===== src/logic/stream_port_cfg.svh =====
`ifndef STREAM_PORT_CFG_SVH
`define STREAM_PORT_CFG_SVH
`define LANE_COUNT 1
`define LANE_BYTES 2
`define BYTE_COUNT (`LANE_COUNT * `LANE_BYTES)
`define DATA_WIDTH (8 * `BYTE_COUNT)
`define FRAMING_DEFAULT 1'b1
`define ASCENDING_DEFAULT 1'b0
`define READY_RESET 1'b0
`define KEEP_FULL 2'h3
`endif


===== src/logic/stream_port_pkg.sv =====
`default_nettype none
`include "stream_port_cfg.svh"
package stream_port_pkg;
  typedef logic [`DATA_WIDTH-1:0] data_type;
  typedef logic [`BYTE_COUNT-1:0] keep_type;
  typedef enum logic [1:0] {
    TX_IDLE = 2'b00,
    TX_FRAME = 2'b01,
    TX_CLOSE = 2'b10
  } tx_state_type;
  typedef enum logic [0:0] {
    RX_IDLE = 1'b0,
    RX_FRAME = 1'b1
  } rx_state_type;
endpackage : stream_port_pkg
`default_nettype wire


===== src/logic/user_stream_if.sv =====
`timescale 1ns/100ps
`default_nettype none
interface user_stream_if (
  input wire logic clk
);
  import stream_port_pkg::*;
  data_type txData;
  keep_type txKeep;
  logic txLast;
  logic txValid;
  logic txReady;
  data_type rxData;
  keep_type rxKeep;
  logic rxLast;
  logic rxValid;
  modport device (
    input clk, txData, txKeep, txLast, txValid,
    output txReady, rxData, rxKeep, rxLast, rxValid
  );
  modport user (
    input clk, txReady, rxData, rxKeep, rxLast, rxValid,
    output txData, txKeep, txLast, txValid
  );
endinterface : user_stream_if
`default_nettype wire

===== src/logic/stream_port_device.sv =====
`timescale 1ns/100ps
`default_nettype none
`include "stream_port_cfg.svh"
module stream_port_device #(
  parameter bit FRAMING = `FRAMING_DEFAULT,
  parameter bit ASCENDING = `ASCENDING_DEFAULT
) (
  // Clock and reset
  input wire logic clk,
  input wire logic reset_n,
  // User stream end
  user_stream_if.device port,
  // Lane logic, transmit
  input wire logic chanTxReady,
  output logic [`DATA_WIDTH-1:0] chanTxData,
  output logic chanTxValid,
  output logic chanTxStart,
  output logic chanTxEnd,
  output logic chanTxPad,
  output logic [`BYTE_COUNT-1:0] chanTxKeep,
  // Lane logic, receive
  input wire logic [`DATA_WIDTH-1:0] chanRxData,
  input wire logic chanRxValid,
  input wire logic chanRxEnd,
  input wire logic [`BYTE_COUNT-1:0] chanRxKeep,
  output logic rxFrameError
);
  import stream_port_pkg::*;

  // Number of set bits; used for byte counts on both paths
  function automatic logic [7:0] countBytes(input keep_type k);
    logic [7:0] c;
    c = 8'h00;
    for (int i = 0; i < `BYTE_COUNT; i++) begin
      c = c + {7'h00, k[i]};
    end
    return c;
  endfunction : countBytes

  // Ascending option mirrors the bus so index 0 holds the MSB
  function automatic data_type orderBits(input data_type d, input bit asc);
    data_type r;
    r = d;
    if (asc) begin
      for (int i = 0; i < `DATA_WIDTH; i++) begin
        r[i] = d[`DATA_WIDTH-1-i];
      end
    end
    return r;
  endfunction : orderBits

  // Transmit path
  tx_state_type txState_reg, txState_next;
  logic txReady_reg, txReady_next;
  logic oddBytes_reg, oddBytes_next;
  data_type chanTxData_reg;
  keep_type chanTxKeep_reg;
  logic chanTxValid_reg;
  logic chanTxStart_reg;
  logic chanTxEnd_reg;
  logic chanTxPad_reg;

  wire logic txAccept = port.txValid && txReady_reg;
  wire logic txLastUsed = FRAMING && port.txLast;
  // Keep is ignored unless the beat closes a frame
  wire keep_type txKeepUsed = txLastUsed ? port.txKeep : `KEEP_FULL;
  wire logic [7:0] beatBytes = countBytes(txKeepUsed);
  wire logic frameOdd = oddBytes_reg ^ beatBytes[0];
  wire data_type txWord = orderBits(port.txData, ASCENDING);
  wire logic txFirst = txAccept && FRAMING && (txState_reg == TX_IDLE);
  wire logic txEndNow = txAccept && txLastUsed;
  // A single-beat frame has no running total yet, so its own count decides
  wire logic txPadNow = txEndNow && (txState_reg == TX_IDLE ? beatBytes[0] : frameOdd);

  always_comb begin
    txState_next = txState_reg;
    oddBytes_next = oddBytes_reg;
    case (txState_reg)
      TX_IDLE: begin
        if (txAccept) begin
          txState_next = txLastUsed ? TX_CLOSE : TX_FRAME;
          oddBytes_next = txLastUsed ? 1'b0 : beatBytes[0];
        end
      end
      TX_FRAME: begin
        if (txAccept) begin
          txState_next = txLastUsed ? TX_CLOSE : TX_FRAME;
          oddBytes_next = txLastUsed ? 1'b0 : frameOdd;
        end
      end
      TX_CLOSE: begin
        // One dead cycle sends the trailing bytes and the end marker
        txState_next = TX_IDLE;
      end
      default: begin
        txState_next = TX_IDLE;
      end
    endcase
  end

  // Ready is registered, so it trails the lane's ready by one cycle; the lane
  // side must still take two words after it drops its own ready.
  // After a last beat ready stays low for exactly the close cycle.
  assign txReady_next = chanTxReady && !txEndNow && (txState_next != TX_CLOSE);

  always_ff @(posedge clk or negedge reset_n) begin
    if (!reset_n) begin
      txState_reg <= TX_IDLE;
      txReady_reg <= `READY_RESET;
      oddBytes_reg <= 1'b0;
    end else begin
      txState_reg <= txState_next;
      txReady_reg <= txReady_next;
      oddBytes_reg <= oddBytes_next;
    end
  end

  always_ff @(posedge clk or negedge reset_n) begin
    if (!reset_n) begin
      chanTxData_reg <= '0;
      chanTxKeep_reg <= '0;
      chanTxValid_reg <= 1'b0;
      chanTxStart_reg <= 1'b0;
      chanTxEnd_reg <= 1'b0;
      chanTxPad_reg <= 1'b0;
    end else begin
      chanTxValid_reg <= txAccept;
      if (txAccept) begin
        chanTxData_reg <= txWord;
        chanTxKeep_reg <= txKeepUsed;
      end
      chanTxStart_reg <= txFirst;
      chanTxEnd_reg <= txEndNow;
      chanTxPad_reg <= txPadNow;
    end
  end

  assign port.txReady = txReady_reg;
  assign chanTxData = chanTxData_reg;
  assign chanTxKeep = chanTxKeep_reg;
  assign chanTxValid = chanTxValid_reg;
  assign chanTxStart = chanTxStart_reg;
  assign chanTxEnd = chanTxEnd_reg;
  assign chanTxPad = chanTxPad_reg;

  // Receive path: no ready exists, every word goes straight out
  rx_state_type rxState_reg, rxState_next;
  data_type rxData_reg;
  keep_type rxKeep_reg;
  logic rxLast_reg;
  logic rxValid_reg;
  logic rxFrameError_reg;

  // A streaming build never sees an end, so last and keep stay low there
  wire logic rxEndUsed = FRAMING && chanRxValid && chanRxEnd;
  wire keep_type rxKeepWord = rxEndUsed ? chanRxKeep : '0;
  // An end with zero bytes cannot be shown and is flagged
  wire logic rxEmptyEnd = rxEndUsed && (countBytes(chanRxKeep) == 8'h00);
  // Received words get the same mirroring as transmitted ones
  wire data_type rxWord = orderBits(chanRxData, ASCENDING);

  always_comb begin
    rxState_next = rxState_reg;
    case (rxState_reg)
      RX_IDLE: begin
        if (chanRxValid && FRAMING && !chanRxEnd) begin
          rxState_next = RX_FRAME;
        end
      end
      RX_FRAME: begin
        if (rxEndUsed) begin
          rxState_next = RX_IDLE;
        end
      end
      default: begin
        rxState_next = RX_IDLE;
      end
    endcase
  end

  always_ff @(posedge clk or negedge reset_n) begin
    if (!reset_n) begin
      rxState_reg <= RX_IDLE;
      rxData_reg <= '0;
      rxKeep_reg <= '0;
      rxLast_reg <= 1'b0;
      rxValid_reg <= 1'b0;
      rxFrameError_reg <= 1'b0;
    end else begin
      rxState_reg <= rxState_next;
      rxValid_reg <= chanRxValid;
      if (chanRxValid) begin
        rxData_reg <= rxWord;
      end
      rxLast_reg <= rxEndUsed;
      rxKeep_reg <= rxKeepWord;
      rxFrameError_reg <= rxEmptyEnd;
    end
  end

  assign port.rxData = rxData_reg;
  assign port.rxKeep = rxKeep_reg;
  assign port.rxLast = rxLast_reg;
  assign port.rxValid = rxValid_reg;
  assign rxFrameError = rxFrameError_reg;

endmodule : stream_port_device
`default_nettype wire


===== src/flat_wrapper.sv =====
// flat-port wrapper written by rule: the top's interface ports become plain ports
module stream_port_device_flat import stream_port_pkg::*;
#(
  parameter bit FRAMING = `FRAMING_DEFAULT,
  parameter bit ASCENDING = `ASCENDING_DEFAULT
)
  (clk, reset_n, chanTxReady, chanTxData, chanTxValid, chanTxStart, chanTxEnd, chanTxPad, chanTxKeep, chanRxData, chanRxValid, chanRxEnd, chanRxKeep, rxFrameError, port_txData, port_txKeep, port_txLast, port_txValid, port_txReady, port_rxData, port_rxKeep, port_rxLast, port_rxValid);
  user_stream_if port_i (.clk(clk));
  input wire logic clk;
  input wire logic reset_n;
  input wire logic chanTxReady;
  output logic [`DATA_WIDTH-1:0] chanTxData;
  output logic chanTxValid;
  output logic chanTxStart;
  output logic chanTxEnd;
  output logic chanTxPad;
  output logic [`BYTE_COUNT-1:0] chanTxKeep;
  input wire logic [`DATA_WIDTH-1:0] chanRxData;
  input wire logic chanRxValid;
  input wire logic chanRxEnd;
  input wire logic [`BYTE_COUNT-1:0] chanRxKeep;
  output logic rxFrameError;
  input wire logic [$bits(port_i.txData)-1:0] port_txData;
  input wire logic [$bits(port_i.txKeep)-1:0] port_txKeep;
  input wire logic [$bits(port_i.txLast)-1:0] port_txLast;
  input wire logic [$bits(port_i.txValid)-1:0] port_txValid;
  output wire logic [$bits(port_i.txReady)-1:0] port_txReady;
  output wire logic [$bits(port_i.rxData)-1:0] port_rxData;
  output wire logic [$bits(port_i.rxKeep)-1:0] port_rxKeep;
  output wire logic [$bits(port_i.rxLast)-1:0] port_rxLast;
  output wire logic [$bits(port_i.rxValid)-1:0] port_rxValid;
  assign port_i.txData = port_txData;
  assign port_i.txKeep = port_txKeep;
  assign port_i.txLast = port_txLast;
  assign port_i.txValid = port_txValid;
  assign port_txReady = port_i.txReady;
  assign port_rxData = port_i.rxData;
  assign port_rxKeep = port_i.rxKeep;
  assign port_rxLast = port_i.rxLast;
  assign port_rxValid = port_i.rxValid;
  stream_port_device #(.FRAMING(FRAMING), .ASCENDING(ASCENDING)) u_core (.clk(clk), .reset_n(reset_n), .port(port_i), .chanTxReady(chanTxReady), .chanTxData(chanTxData), .chanTxValid(chanTxValid), .chanTxStart(chanTxStart), .chanTxEnd(chanTxEnd), .chanTxPad(chanTxPad), .chanTxKeep(chanTxKeep), .chanRxData(chanRxData), .chanRxValid(chanRxValid), .chanRxEnd(chanRxEnd), .chanRxKeep(chanRxKeep), .rxFrameError(rxFrameError));
endmodule

===== config.mk =====
export PLATFORM = sky130hd
export DESIGN_NAME = stream_port_device_flat
export DESIGN_NICKNAME = d
export VERILOG_FILES = /design/src/logic/stream_port_pkg.sv /design/src/logic/user_stream_if.sv /design/src/logic/stream_port_device.sv /design/src/flat_wrapper.sv
export VERILOG_INCLUDE_DIRS = /design/src /design/src/logic
export SDC_FILE = /design/constraint.sdc
export NUM_CORES = 1
export LEC_CHECK = 0
export BUFFER_PORTS_ARGS = -buffer_cell sky130_fd_sc_hd__clkbuf_2
export CAP_MARGIN = 10
export CELL_PAD_IN_SITES_DETAIL_PLACEMENT = 1
export CELL_PAD_IN_SITES_GLOBAL_PLACEMENT = 2
export CORE_MARGIN = 2
export CORE_UTILIZATION = 31
export DETAILED_ROUTE_END_ITERATION = 12
export GPL_ROUTABILITY_DRIVEN = 0
export PLACE_DENSITY_LB_ADDON = 0.1
export SLEW_MARGIN = 20
export SYNTH_ARGS = -nofsm -noshare
export SYNTH_HDL_FRONTEND = slang
export SYNTH_SLANG_ARGS = --single-unit

===== constraint.sdc =====
create_clock -name clk -period 2.8 [get_ports clk]
set_clock_uncertainty 0.15 [all_clocks]
set_input_delay 0 -clock clk [delete_from_list [all_inputs] [get_ports clk]]
set_output_delay 0 -clock clk [all_outputs]
set_load 0.02 [all_outputs]

==> results.sh, run 1 <==
export IMPL_status="complete, no violations"
export IMPL_crit_path_cell_trace="nand2_4 > inv_4 > nor2_1 > a31oi_1 > dlygate4sd3_1"
export IMPL_yosys_warnings=0
export IMPL_grt_pass1_wl_um=7376
export IMPL_tritoncts_num_buffers=5
export IMPL_regToRegEndpoint="u_core.chanTxKeep[0]"
export IMPL_post_route_cell_area_um2=2854
export IMPL_post_synth_inst_count=108
export IMPL_yosys_top_cells_area="dfrtp_1 65%, mux2_4 13%, mux2_2 11%"
export IMPL_cp_required_ns=2.87
export IMPL_grt_max_degree=28
export IMPL_die_x_um=80.13
export IMPL_antenna_found_initial=0
export IMPL_route_detailed_vias_per_inst=4.322
export IMPL_path_clk_slew_ns=0.08
export IMPL_synthDominantCellAreaShare_pct=65.46
export IMPL_syn_mean_instance_area_um2=16.64
export IMPL_r2r_start="u_core.port.txReady"
export IMPL_placement_rows=27
export IMPL_m1WireLength_um=1704
export IMPL_critical_path_depth=5
export IMPL_synthesized_area_um2=1797
export IMPL_final_layout_size_suffix_gt1_share_pct=52.24
export IMPL_setup_worst_path_start_class="flop"
export IMPL_routed_wire_length_per_instance_um=14.44
export IMPL_r2r_worst_path_cells=5
export IMPL_fmaxAchievable_mhz=551.5
export IMPL_tritoncts_num_sinks=47
export IMPL_setup_viol_count_final=0
export IMPL_critical_path_max_fanout=22
export IMPL_setup_total_negative_slack_ns=0
export IMPL_grt_ovfl_total=0
export IMPL_crit_type="reg2reg"
export IMPL_cts_repair_timing_setup_buffer_count=0
export IMPL_syn_num_nets=151
export IMPL_ctsLongestPathBuffers=2
export IMPL_top_layer_used="met4"
export IMPL_reg2reg_slack_ns=0.99
export IMPL_routed_wl_met3_um=266
export IMPL_final_min_period_over_clock_period_pct=64.76
export IMPL_design_die_area_um2=6421
export IMPL_drc=0
export IMPL_slew_viol_final=0
export IMPL_nNetsFinal=288
export IMPL_num_vias=1370
export IMPL_setup_worst_path_end="u_core.chanTxKeep[0]"
export IMPL_worst_ep_arrival_time_ns=1.89
export IMPL_initial_utilization_pct=32.43
export IMPL_first_global_vias=1487
export IMPL_period_minus_slack_ns=1.813
export IMPL_multiInputGateArea_um2=558.0
export IMPL_num_antenna_cells=0
export IMPL_cap_viol_max_count=0
export IMPL_critical_path_startpoint="u_core.port.txReady"
export IMPL_tritoncts_clock_tree="yes"
export IMPL_io_pins=87
export IMPL_final_seq_area_um2=1176
export IMPL_die_h_um=80.13
export IMPL_gr_usage_all_layers_pct=15.33
export IMPL_slew_headroom_pct=51.37
export IMPL_ys_seq_area_share_pct=65.46
export IMPL_detail_route_wirelength_um=4579
export IMPL_finalHoldViolations=0
export IMPL_detailedPlacementHpwl_um=3078
export IMPL_cp_top_family="buffers and inverters"
export IMPL_cts_htree_levels=2
export IMPL_power_density_nw_per_um2=558.0
export IMPL_floorplan_core_area_um2=5540
export IMPL_setup_worst_path_end_class="flop"
export IMPL_worst_path_buf_inv=2
export IMPL_dr_wl_met2_um=2578
export IMPL_placement_cell_area_um2=2296
export IMPL_critical_path_slowest_cell="dlygate4sd3_1"
export IMPL_drt_iter0_drc=23
export IMPL_layout_area_overhead_vs_synth_pct=58.84
export IMPL_synthDistinctLibCells=22
export IMPL_worstSkewPairLatency_ns=0.29
export IMPL_io_buffers=86
export IMPL_clock_tree_root_cell="clkbuf_8"
export IMPL_drtPass1Iterations=4
export IMPL_route_antenna_remaining_nets=0
export IMPL_grt_setup_unrepaired="no"
export IMPL_cellLeakagePower_nw=1.440
export IMPL_worstMarginPinSlew_ns=0.7295
export IMPL_yosys_register_bits=47
export IMPL_ir_worst_vdd_mv=0.2145
export IMPL_holdCritPathClass="in2async"
export IMPL_critPathMaxStageDelay_ns=0.58
export IMPL_nFillCells=600
export IMPL_synth_top_area_cell="dfrtp_1"
per-layer routing:
| metal | GRT usage, % | up-vias |
|---|---|---|
| li1 | - | 641 |
| met1 | 16.55 | 679 |
| met2 | 28.83 | 48 |
| met3 | 4.607 | 2 |
| met4 | 4.068 | 0 |
| met5 | 0 | - |
synthesized netlist by cell type, drive strengths merged:
| master | n |
|---|---|
| nand2 | 2 |
| nor2b | 2 |
| nor2 | 2 |
| a31oi | 2 |
| nor3b | 2 |
| o31a | 1 |
| inv | 3 |
| and3 | 3 |
| and2 | 2 |
| nor3 | 1 |
| o21ai | 1 |
| nand2b | 1 |
| buf | 4 |
| xnor2 | 1 |
| a21oi | 1 |
| mux2 | 32 |
| xor2 | 1 |
| dfrtp | 47 |
through the flow:
step,total power [mW],std cells,util [%],setup WS [ns],hold WS [ns]
2_1_floorplan,1.009,108,-,1.424,-0.4456
6_report,1.592,317,51.51,0.9868,0.1554
4_1_cts,1.623,317,51.51,1.011,0.1645
5_1_grt,1.687,317,51.51,0.8973,0.2115
3_5_place_dp,1.153,263,41.44,1.370,-0.05557
3_3_place_gp,1.137,262,40.94,1.424,0.02912
kinds of logic after synthesis:
kind of cell    count (synthesis)  synth area share [%]
compound gates                  5                 1.740
xor+xnor                        2                0.9751
buf+inv                         7                 3.482
flops                          47                 65.46
mux                            32                 23.19
simple gates                   15                 5.153
area by class of cell:
class                           count  area share (%)
Inverter                            3          0.4822
Timing Repair Buffer              134           32.53
Clock inverter                      1          0.1754
Clock buffer                        6           2.893
Multi-Input combinational cell     54           19.55
Sequential cell                    47           41.21
Tap cell                           72           3.157
worst register-to-register path, delay by kind of cell, from the launching register on:
family,cells,cell delay [ns]
DFF,1,0.41
buffers and inverters,2,0.86
and+or+nand+nor,2,0.17
AOI/OAI and AO/OA,1,0.16
cells in the final DEF, fill, tap and decap left out, types with 3 or more instances in the layout:
cell type      synthesis  layout
dlygate4sd3_1          0      47
clkbuf_8               0       6
dfrtp_1               47      47
mux2_2                17      17
mux2_4                15      15
clkbuf_2               0      86
and3_1                 3       3
how the worst min path moves through the flow:
stage / startpoint / end / slack, ns / depth (start not counted)
2_1_floorplan: reset_n / u_core.chanTxData[0] / -0.45 / 0
3_5_place_dp: reset_n / u_core.port.rxData[10] / -0.06 / 1
3_3_place_gp: chanRxKeep[1] / u_core.rxFrameError / 0.03 / 2
4_1_cts: reset_n / u_core.rxFrameError / 0.16 / 2
5_1_grt: reset_n / u_core.rxFrameError / 0.21 / 2
6_report: reset_n / u_core.port.rxData[10] / 0.16 / 2
power by group:
group / internal, mW / switching [mW]
clock: 0.194 / 0.210
combinational: 0.198 / 0.195
sequential: 0.753 / 0.0422
repair_timing:
| action | in CTS | in global routing |
|---|---|---|
| resized for setup | 0 | 0 |
| endpoints found under the setup margin | 0 | 0 |
| hold endpoints to repair | 72 | 0 |
| hold buffers | 47 | 0 |
(Power assumes the default switching activity.)
==> run 2: changes to the inputs <==
- CORE_UTILIZATION: 31 -> 29
- clock period: 2.8 -> 1.7 ns (I/O delays scaled with it)
==> run 2 against run 1 <==
  * Clock power rose by 130%
  * Flip-flop and latch count did not move
  * Via count fell by 2.0%
  * Core utilization fell by 3.4 points
  * Count of clock-buffer cells in the layout did not move
  * Critical endpoint is now u_core.port.txReady
  * Largest cell class unchanged
  * Largest power group unchanged
==> results.sh, run 2 (synthesized netlist as in run 1, its figures left out) <==
export IMPL_first_global_vias=1406
export IMPL_clock_power_share_pct=32.7
export IMPL_fmaxAchievable_mhz=655.2
export IMPL_routed_wire_length_per_instance_um=13.61
export IMPL_worst_setup_slack_after_layout_ns=0.1738
export IMPL_setup_total_negative_slack_ns=0
export IMPL_mostFrequentLayoutCell="clkbuf_2"
export IMPL_tritoncts_clock_tree="yes"
export IMPL_detail_route_wirelength_um=4329
export IMPL_placement_cell_area_um2=2292
export IMPL_pwr_share_comb_pct=21.8
export IMPL_gr_usage_all_layers_pct=13.56
export IMPL_power_density_nw_per_um2=1007
export IMPL_nNetsFinal=285
export IMPL_drc=0
export IMPL_cap_viol_max_count=0
export IMPL_ir_worst_vdd_mv=0.4360
export IMPL_p_sw_mw=0.7433
export IMPL_post_route_cell_area_um2=2865
export IMPL_die_x_um=82.71
export IMPL_die_h_um=82.71
export IMPL_tritoncts_num_buffers=5
export IMPL_path_clk_slew_ns=0.08
export IMPL_io_buffers=86
export IMPL_cellLeakagePower_nw=1.441
export IMPL_cp_required_ns=1.78
export IMPL_ctsHoldBuffers=44
export IMPL_worstMarginPinSlew_ns=0.5376
export IMPL_whs_ns=0.07667
export IMPL_critical_path_max_fanout=3
export IMPL_holdCritPathClass="in2async"
export IMPL_status="complete, no violations"
export IMPL_dp_worst_setup_slack_ns=0.2935
export IMPL_final_layout_size_suffix_gt1_share_pct=52.67
export IMPL_grt_ovfl_total=0
export IMPL_slew_headroom_pct=64.16
export IMPL_antenna_found_initial=0
export IMPL_grt_setup_unrepaired="no"
export IMPL_power_share_sequential_pct=45.4
export IMPL_nFillCells=630
export IMPL_ctsLongestPathBuffers=2
export IMPL_drtPass1Iterations=2
export IMPL_num_antenna_cells=0
export IMPL_floorplan_core_area_um2=5956
export IMPL_cts_htree_levels=2
export IMPL_post_cts_resized_instances=0
export IMPL_route_antenna_remaining_nets=0
export IMPL_detailedPlacementHpwl_um=3005
export IMPL_power_total_mw=2.886
export IMPL_setup_worst_path_end_class="flop"
export IMPL_power_switching_share_pct=25.75
export IMPL_clock_tree_root_cell="clkbuf_8"
export IMPL_num_vias=1342
export IMPL_setup_viol_count_final=0
export IMPL_slew_viol_final=0
export IMPL_grt_max_degree=29
export IMPL_drt_iter0_drc=31
export IMPL_io_pins=87
export IMPL_design_die_area_um2=6841
export IMPL_grt_pass1_wl_um=6755
export IMPL_layout_common_cells="86 x clkbuf_2, 47 x dfrtp_1, 44 x dlygate4sd3_1"
export IMPL_initial_utilization_pct=30.17
export IMPL_cts_repair_timing_setup_buffer_count=0
export IMPL_placement_rows=28
export IMPL_worstSkewPairLatency_ns=0.29
export IMPL_layout_area_overhead_vs_synth_pct=59.47
export IMPL_finalHoldViolations=0
export IMPL_cell_internal_pwr_mw=2.143
export IMPL_tritoncts_num_sinks=47
export IMPL_final_min_period_over_clock_period_pct=89.77
export IMPL_worst_ep_arrival_time_ns=1.61
export IMPL_route_detailed_vias_per_inst=4.220
export IMPL_period_minus_slack_ns=1.526
export IMPL_setup_worst_path_start_class="flop"
export IMPL_crit_type="reg2reg"
-- run 2: cell count changes in the layout (fill, tap and decap cells not counted), sizes merged --
cell / previous run / this run
dlygate4sd3: 47 / 44
bufinv: 0 / 2
clkinv: 1 / 0
-- run 2: worst max-delay path: stages, from the launching register on --
cell and delay, ns:
dfrtp_1 0.42, and3_1 0.21, nor2b_1 0.12, dlygate4sd3_1 0.56
-- run 2: layout make-up --
| cell class | count | area, um^2 | area share [%] |
|---|---|---|---|
| clock inverter | 2 | 60.06 | 2.096 |
| inverter | 3 | 13.76 | 0.4803 |
| multi-input combinational | 54 | 558.0 | 19.48 |
| clock buffer | 6 | 72.57 | 2.533 |
| tap | 75 | 93.84 | 3.275 |
| timing repair buffer | 131 | 890.9 | 31.09 |
| sequential | 47 | 1176 | 41.05 |
-- run 2: worst paths after layout --
check	startpoint	to	depth (start not counted)	slack (ns)
max	u_core.port.txReady	u_core.port.txReady	3	0.17
min	reset_n	u_core.port.rxData[1]	2	0.08
max reg2reg	u_core.port.txReady	u_core.port.txReady	3	0.17
min reg2reg	u_core.txState_reg[0]	u_core.chanTxStart	1	0.34
max in group asynchronous	reset_n	u_core.chanTxEnd	3	0.79
min in group clk	chanRxValid	u_core.port.rxKeep[0]	2	0.17
-- run 2: per-stage QoR --
| step | instances | utilization (%) |
|---|---|---|
| final | 318 | 48.11 |
| after detailed placement | 266 | 38.49 |
| after CTS | 318 | 48.11 |
| after global placement | 266 | 38.49 |
| after global routing | 318 | 48.11 |
| after floorplan | 108 | - |
-- run 2: routing by layer --
layer / GRT usage [%] / vias up / wire [um]
met1: 15.43 / 657 / 1706
met5: 0 / - / 0
li1: - / 633 / -
met4: 4.426 / 0 / 51
met2: 24.52 / 47 / 2275
met3: 3.696 / 5 / 295
-- run 2: power by group through the flow --
stage	Sequential [mW]	Combinational [mW]	Clock (mW)
after global routing	1.33	0.679	1.04
after CTS	1.31	0.638	0.980
after detailed placement	1.33	0.560	0
after global placement	1.33	0.547	0
final	1.31	0.630	0.945
after floorplan	1.47	0.188	0
==> run 3: changes to the inputs <==
- CORE_MARGIN: 2 -> default
- CTS_CLUSTER_DIAMETER: default -> 200
==> run 3 against run 2 <==
  * Global-route usage is 0.60 points higher
  * Final area shrank 1.2%
  * Clock power decreased by 29%
  * Count of clock-buffer cells in the layout unchanged
  * Combinational power barely moved
  * Total power is 9.7% lower
  * Non-clock buffer count grew 1
  * Critical endpoint unchanged
==> results.sh, run 3 (synthesized netlist as in run 1, its figures left out) <==
export IMPL_worst_path_buf_inv=1
export IMPL_mostFrequentLayoutCell="clkbuf_2"
export IMPL_grt_pass1_wl_um=6879
export IMPL_num_antenna_cells=0
export IMPL_setup_total_negative_slack_ns=0
export IMPL_placement_rows=28
export IMPL_worstMarginPinSlew_ns=0.5625
export IMPL_cp_top_family="buffers and inverters"
export IMPL_cellLeakagePower_nw=1.429
export IMPL_power_density_nw_per_um2=920.6
export IMPL_placement_cell_area_um2=2292
export IMPL_critical_path_slowest_cell="dlygate4sd3_1"
export IMPL_finalHoldViolations=0
export IMPL_stdcell_count=318
export IMPL_cts_repair_timing_setup_buffer_count=0
export IMPL_worst_ep_arrival_time_ns=1.52
export IMPL_gr_usage_all_layers_pct=14.17
export IMPL_dpl_cell_count=266
export IMPL_detail_route_wirelength_um=4287
export IMPL_nNetsFinal=286
export IMPL_r2r_worst_path_cells=3
export IMPL_critical_path_depth=3
export IMPL_clock_tree_root_cell="clkbuf_8"
export IMPL_crit_path_cell_trace="and3_1 > nor2b_1 > dlygate4sd3_1"
export IMPL_tritoncts_clock_tree="yes"
export IMPL_ctsHoldBuffers=45
export IMPL_critPathMaxStageDelay_ns=0.55
export IMPL_nFillCells=648
export IMPL_grt_max_degree=28
export IMPL_setup_worst_path_end_class="flop"
export IMPL_tritoncts_num_sinks=47
export IMPL_cp_required_ns=1.73
export IMPL_critical_path_startpoint="u_core.port.txReady"
export IMPL_cts_htree_levels=2
export IMPL_drt_iter0_drc=40
export IMPL_setup_viol_count_final=0
export IMPL_ctsLongestPathBuffers=2
export IMPL_layout_area_overhead_vs_synth_pct=57.52
export IMPL_final_min_period_over_clock_period_pct=87.71
export IMPL_crit_type="reg2reg"
export IMPL_tritoncts_num_buffers=5
export IMPL_routed_wire_length_per_instance_um=13.48
export IMPL_num_vias=1345
export IMPL_worstSkewPairLatency_ns=0.29
export IMPL_setup_worst_path_start_class="flop"
export IMPL_antenna_found_initial=0
export IMPL_globalRouteMet2Util_pct=24.49
export IMPL_path_clk_slew_ns=0.08
export IMPL_route_detailed_vias_per_inst=4.230
export IMPL_layout_common_cells="86 x clkbuf_2, 47 x dfrtp_1, 45 x dlygate4sd3_1"
export IMPL_final_layout_size_suffix_gt1_share_pct=52.67
export IMPL_initial_utilization_pct=30.17
export IMPL_critical_path_max_fanout=3
export IMPL_period_minus_slack_ns=1.491
export IMPL_io_buffers=86
export IMPL_slew_headroom_pct=62.50
export IMPL_design_die_area_um2=6514
export IMPL_floorplan_core_area_um2=5956
export IMPL_die_h_um=80.71
export IMPL_grt_setup_unrepaired="no"
export IMPL_drtPass1Iterations=4
export IMPL_holdCritPathClass="in2async"
export IMPL_most_crowded_layer_after_global_routing="met2"
export IMPL_slew_viol_final=0
export IMPL_route_antenna_remaining_nets=0
export IMPL_cap_viol_max_count=0
export IMPL_detailedPlacementHpwl_um=2931
export IMPL_grt_ovfl_total=0
export IMPL_drc=0
export IMPL_final_seq_area_um2=1176
export IMPL_io_pins=87
export IMPL_post_cts_resized_instances=0
export IMPL_post_route_util_pct=47.52
export IMPL_ir_worst_vdd_mv=0.4383
export IMPL_post_route_cell_area_um2=2830
export IMPL_fmaxAchievable_mhz=670.7
export IMPL_multiInputGateArea_um2=558.0
export IMPL_grt_use_met1_pct=17.19
export IMPL_first_global_vias=1389
export IMPL_die_x_um=80.71
export IMPL_groute_layer_met3_usage_pct=3.750
export IMPL_status="complete, no violations"
export IMPL_whs_ns=0.07836
export IMPL_r2r_start="u_core.port.txReady"
[run 3: cell types whose count changed in the layout (fill, tap and decap cells not counted), sizes merged]
cell         previous run  this run
bufinv                  2         0
dlygate4sd3            44        45
clkinv                  0         1
[run 3: layout make-up]
cell class / count / area share (%)
flip-flops and latches: 47 / 41.56
clock buffers: 6 / 2.918
repair buffers: 132 / 31.83
clock inverters: 1 / 0.1768
inverters: 3 / 0.4863
multi-input cells: 54 / 19.72
well taps: 75 / 3.316
[run 3: through the flow]
step	setup WS, ns	power, mW
2_1_floorplan	0.3237	1.661
6_report	0.2090	2.606
3_5_place_dp	0.2889	1.891
5_1_grt	0.1212	2.760
4_1_cts	0.1968	2.647
3_3_place_gp	0.3225	1.873
[run 3: path summary, 6_finish.rpt]
path                                               to  slack, ns
min in group clk                u_core.port.rxKeep[0]       0.17
worst min register to register    u_core.oddBytes_reg       0.34
worst max-delay path              u_core.port.txReady       0.21
worst min-delay path            u_core.port.rxData[5]       0.08
worst max register to register    u_core.port.txReady       0.21
max in group asynchronous        u_core.chanTxKeep[1]       0.78
[run 3: power by group]
part	internal (mW)	switching, mW
Clock	0.319	0.347
Sequential	1.24	0.0682
Combinational	0.317	0.314
[run 3: routing by layer]
layer / up-vias / routed length, um
met5: - / 0
met2: 45 / 2201
li1: 634 / -
met4: 0 / 23
met3: 2 / 240
met1: 664 / 1822
[run 3: worst register-to-register path: cells and delay by family (launching register included)]
family / cells / cell delay, ns
buffers and inverters: 1 / 0.55
DFF: 1 / 0.40
and+or+nand+nor: 2 / 0.27
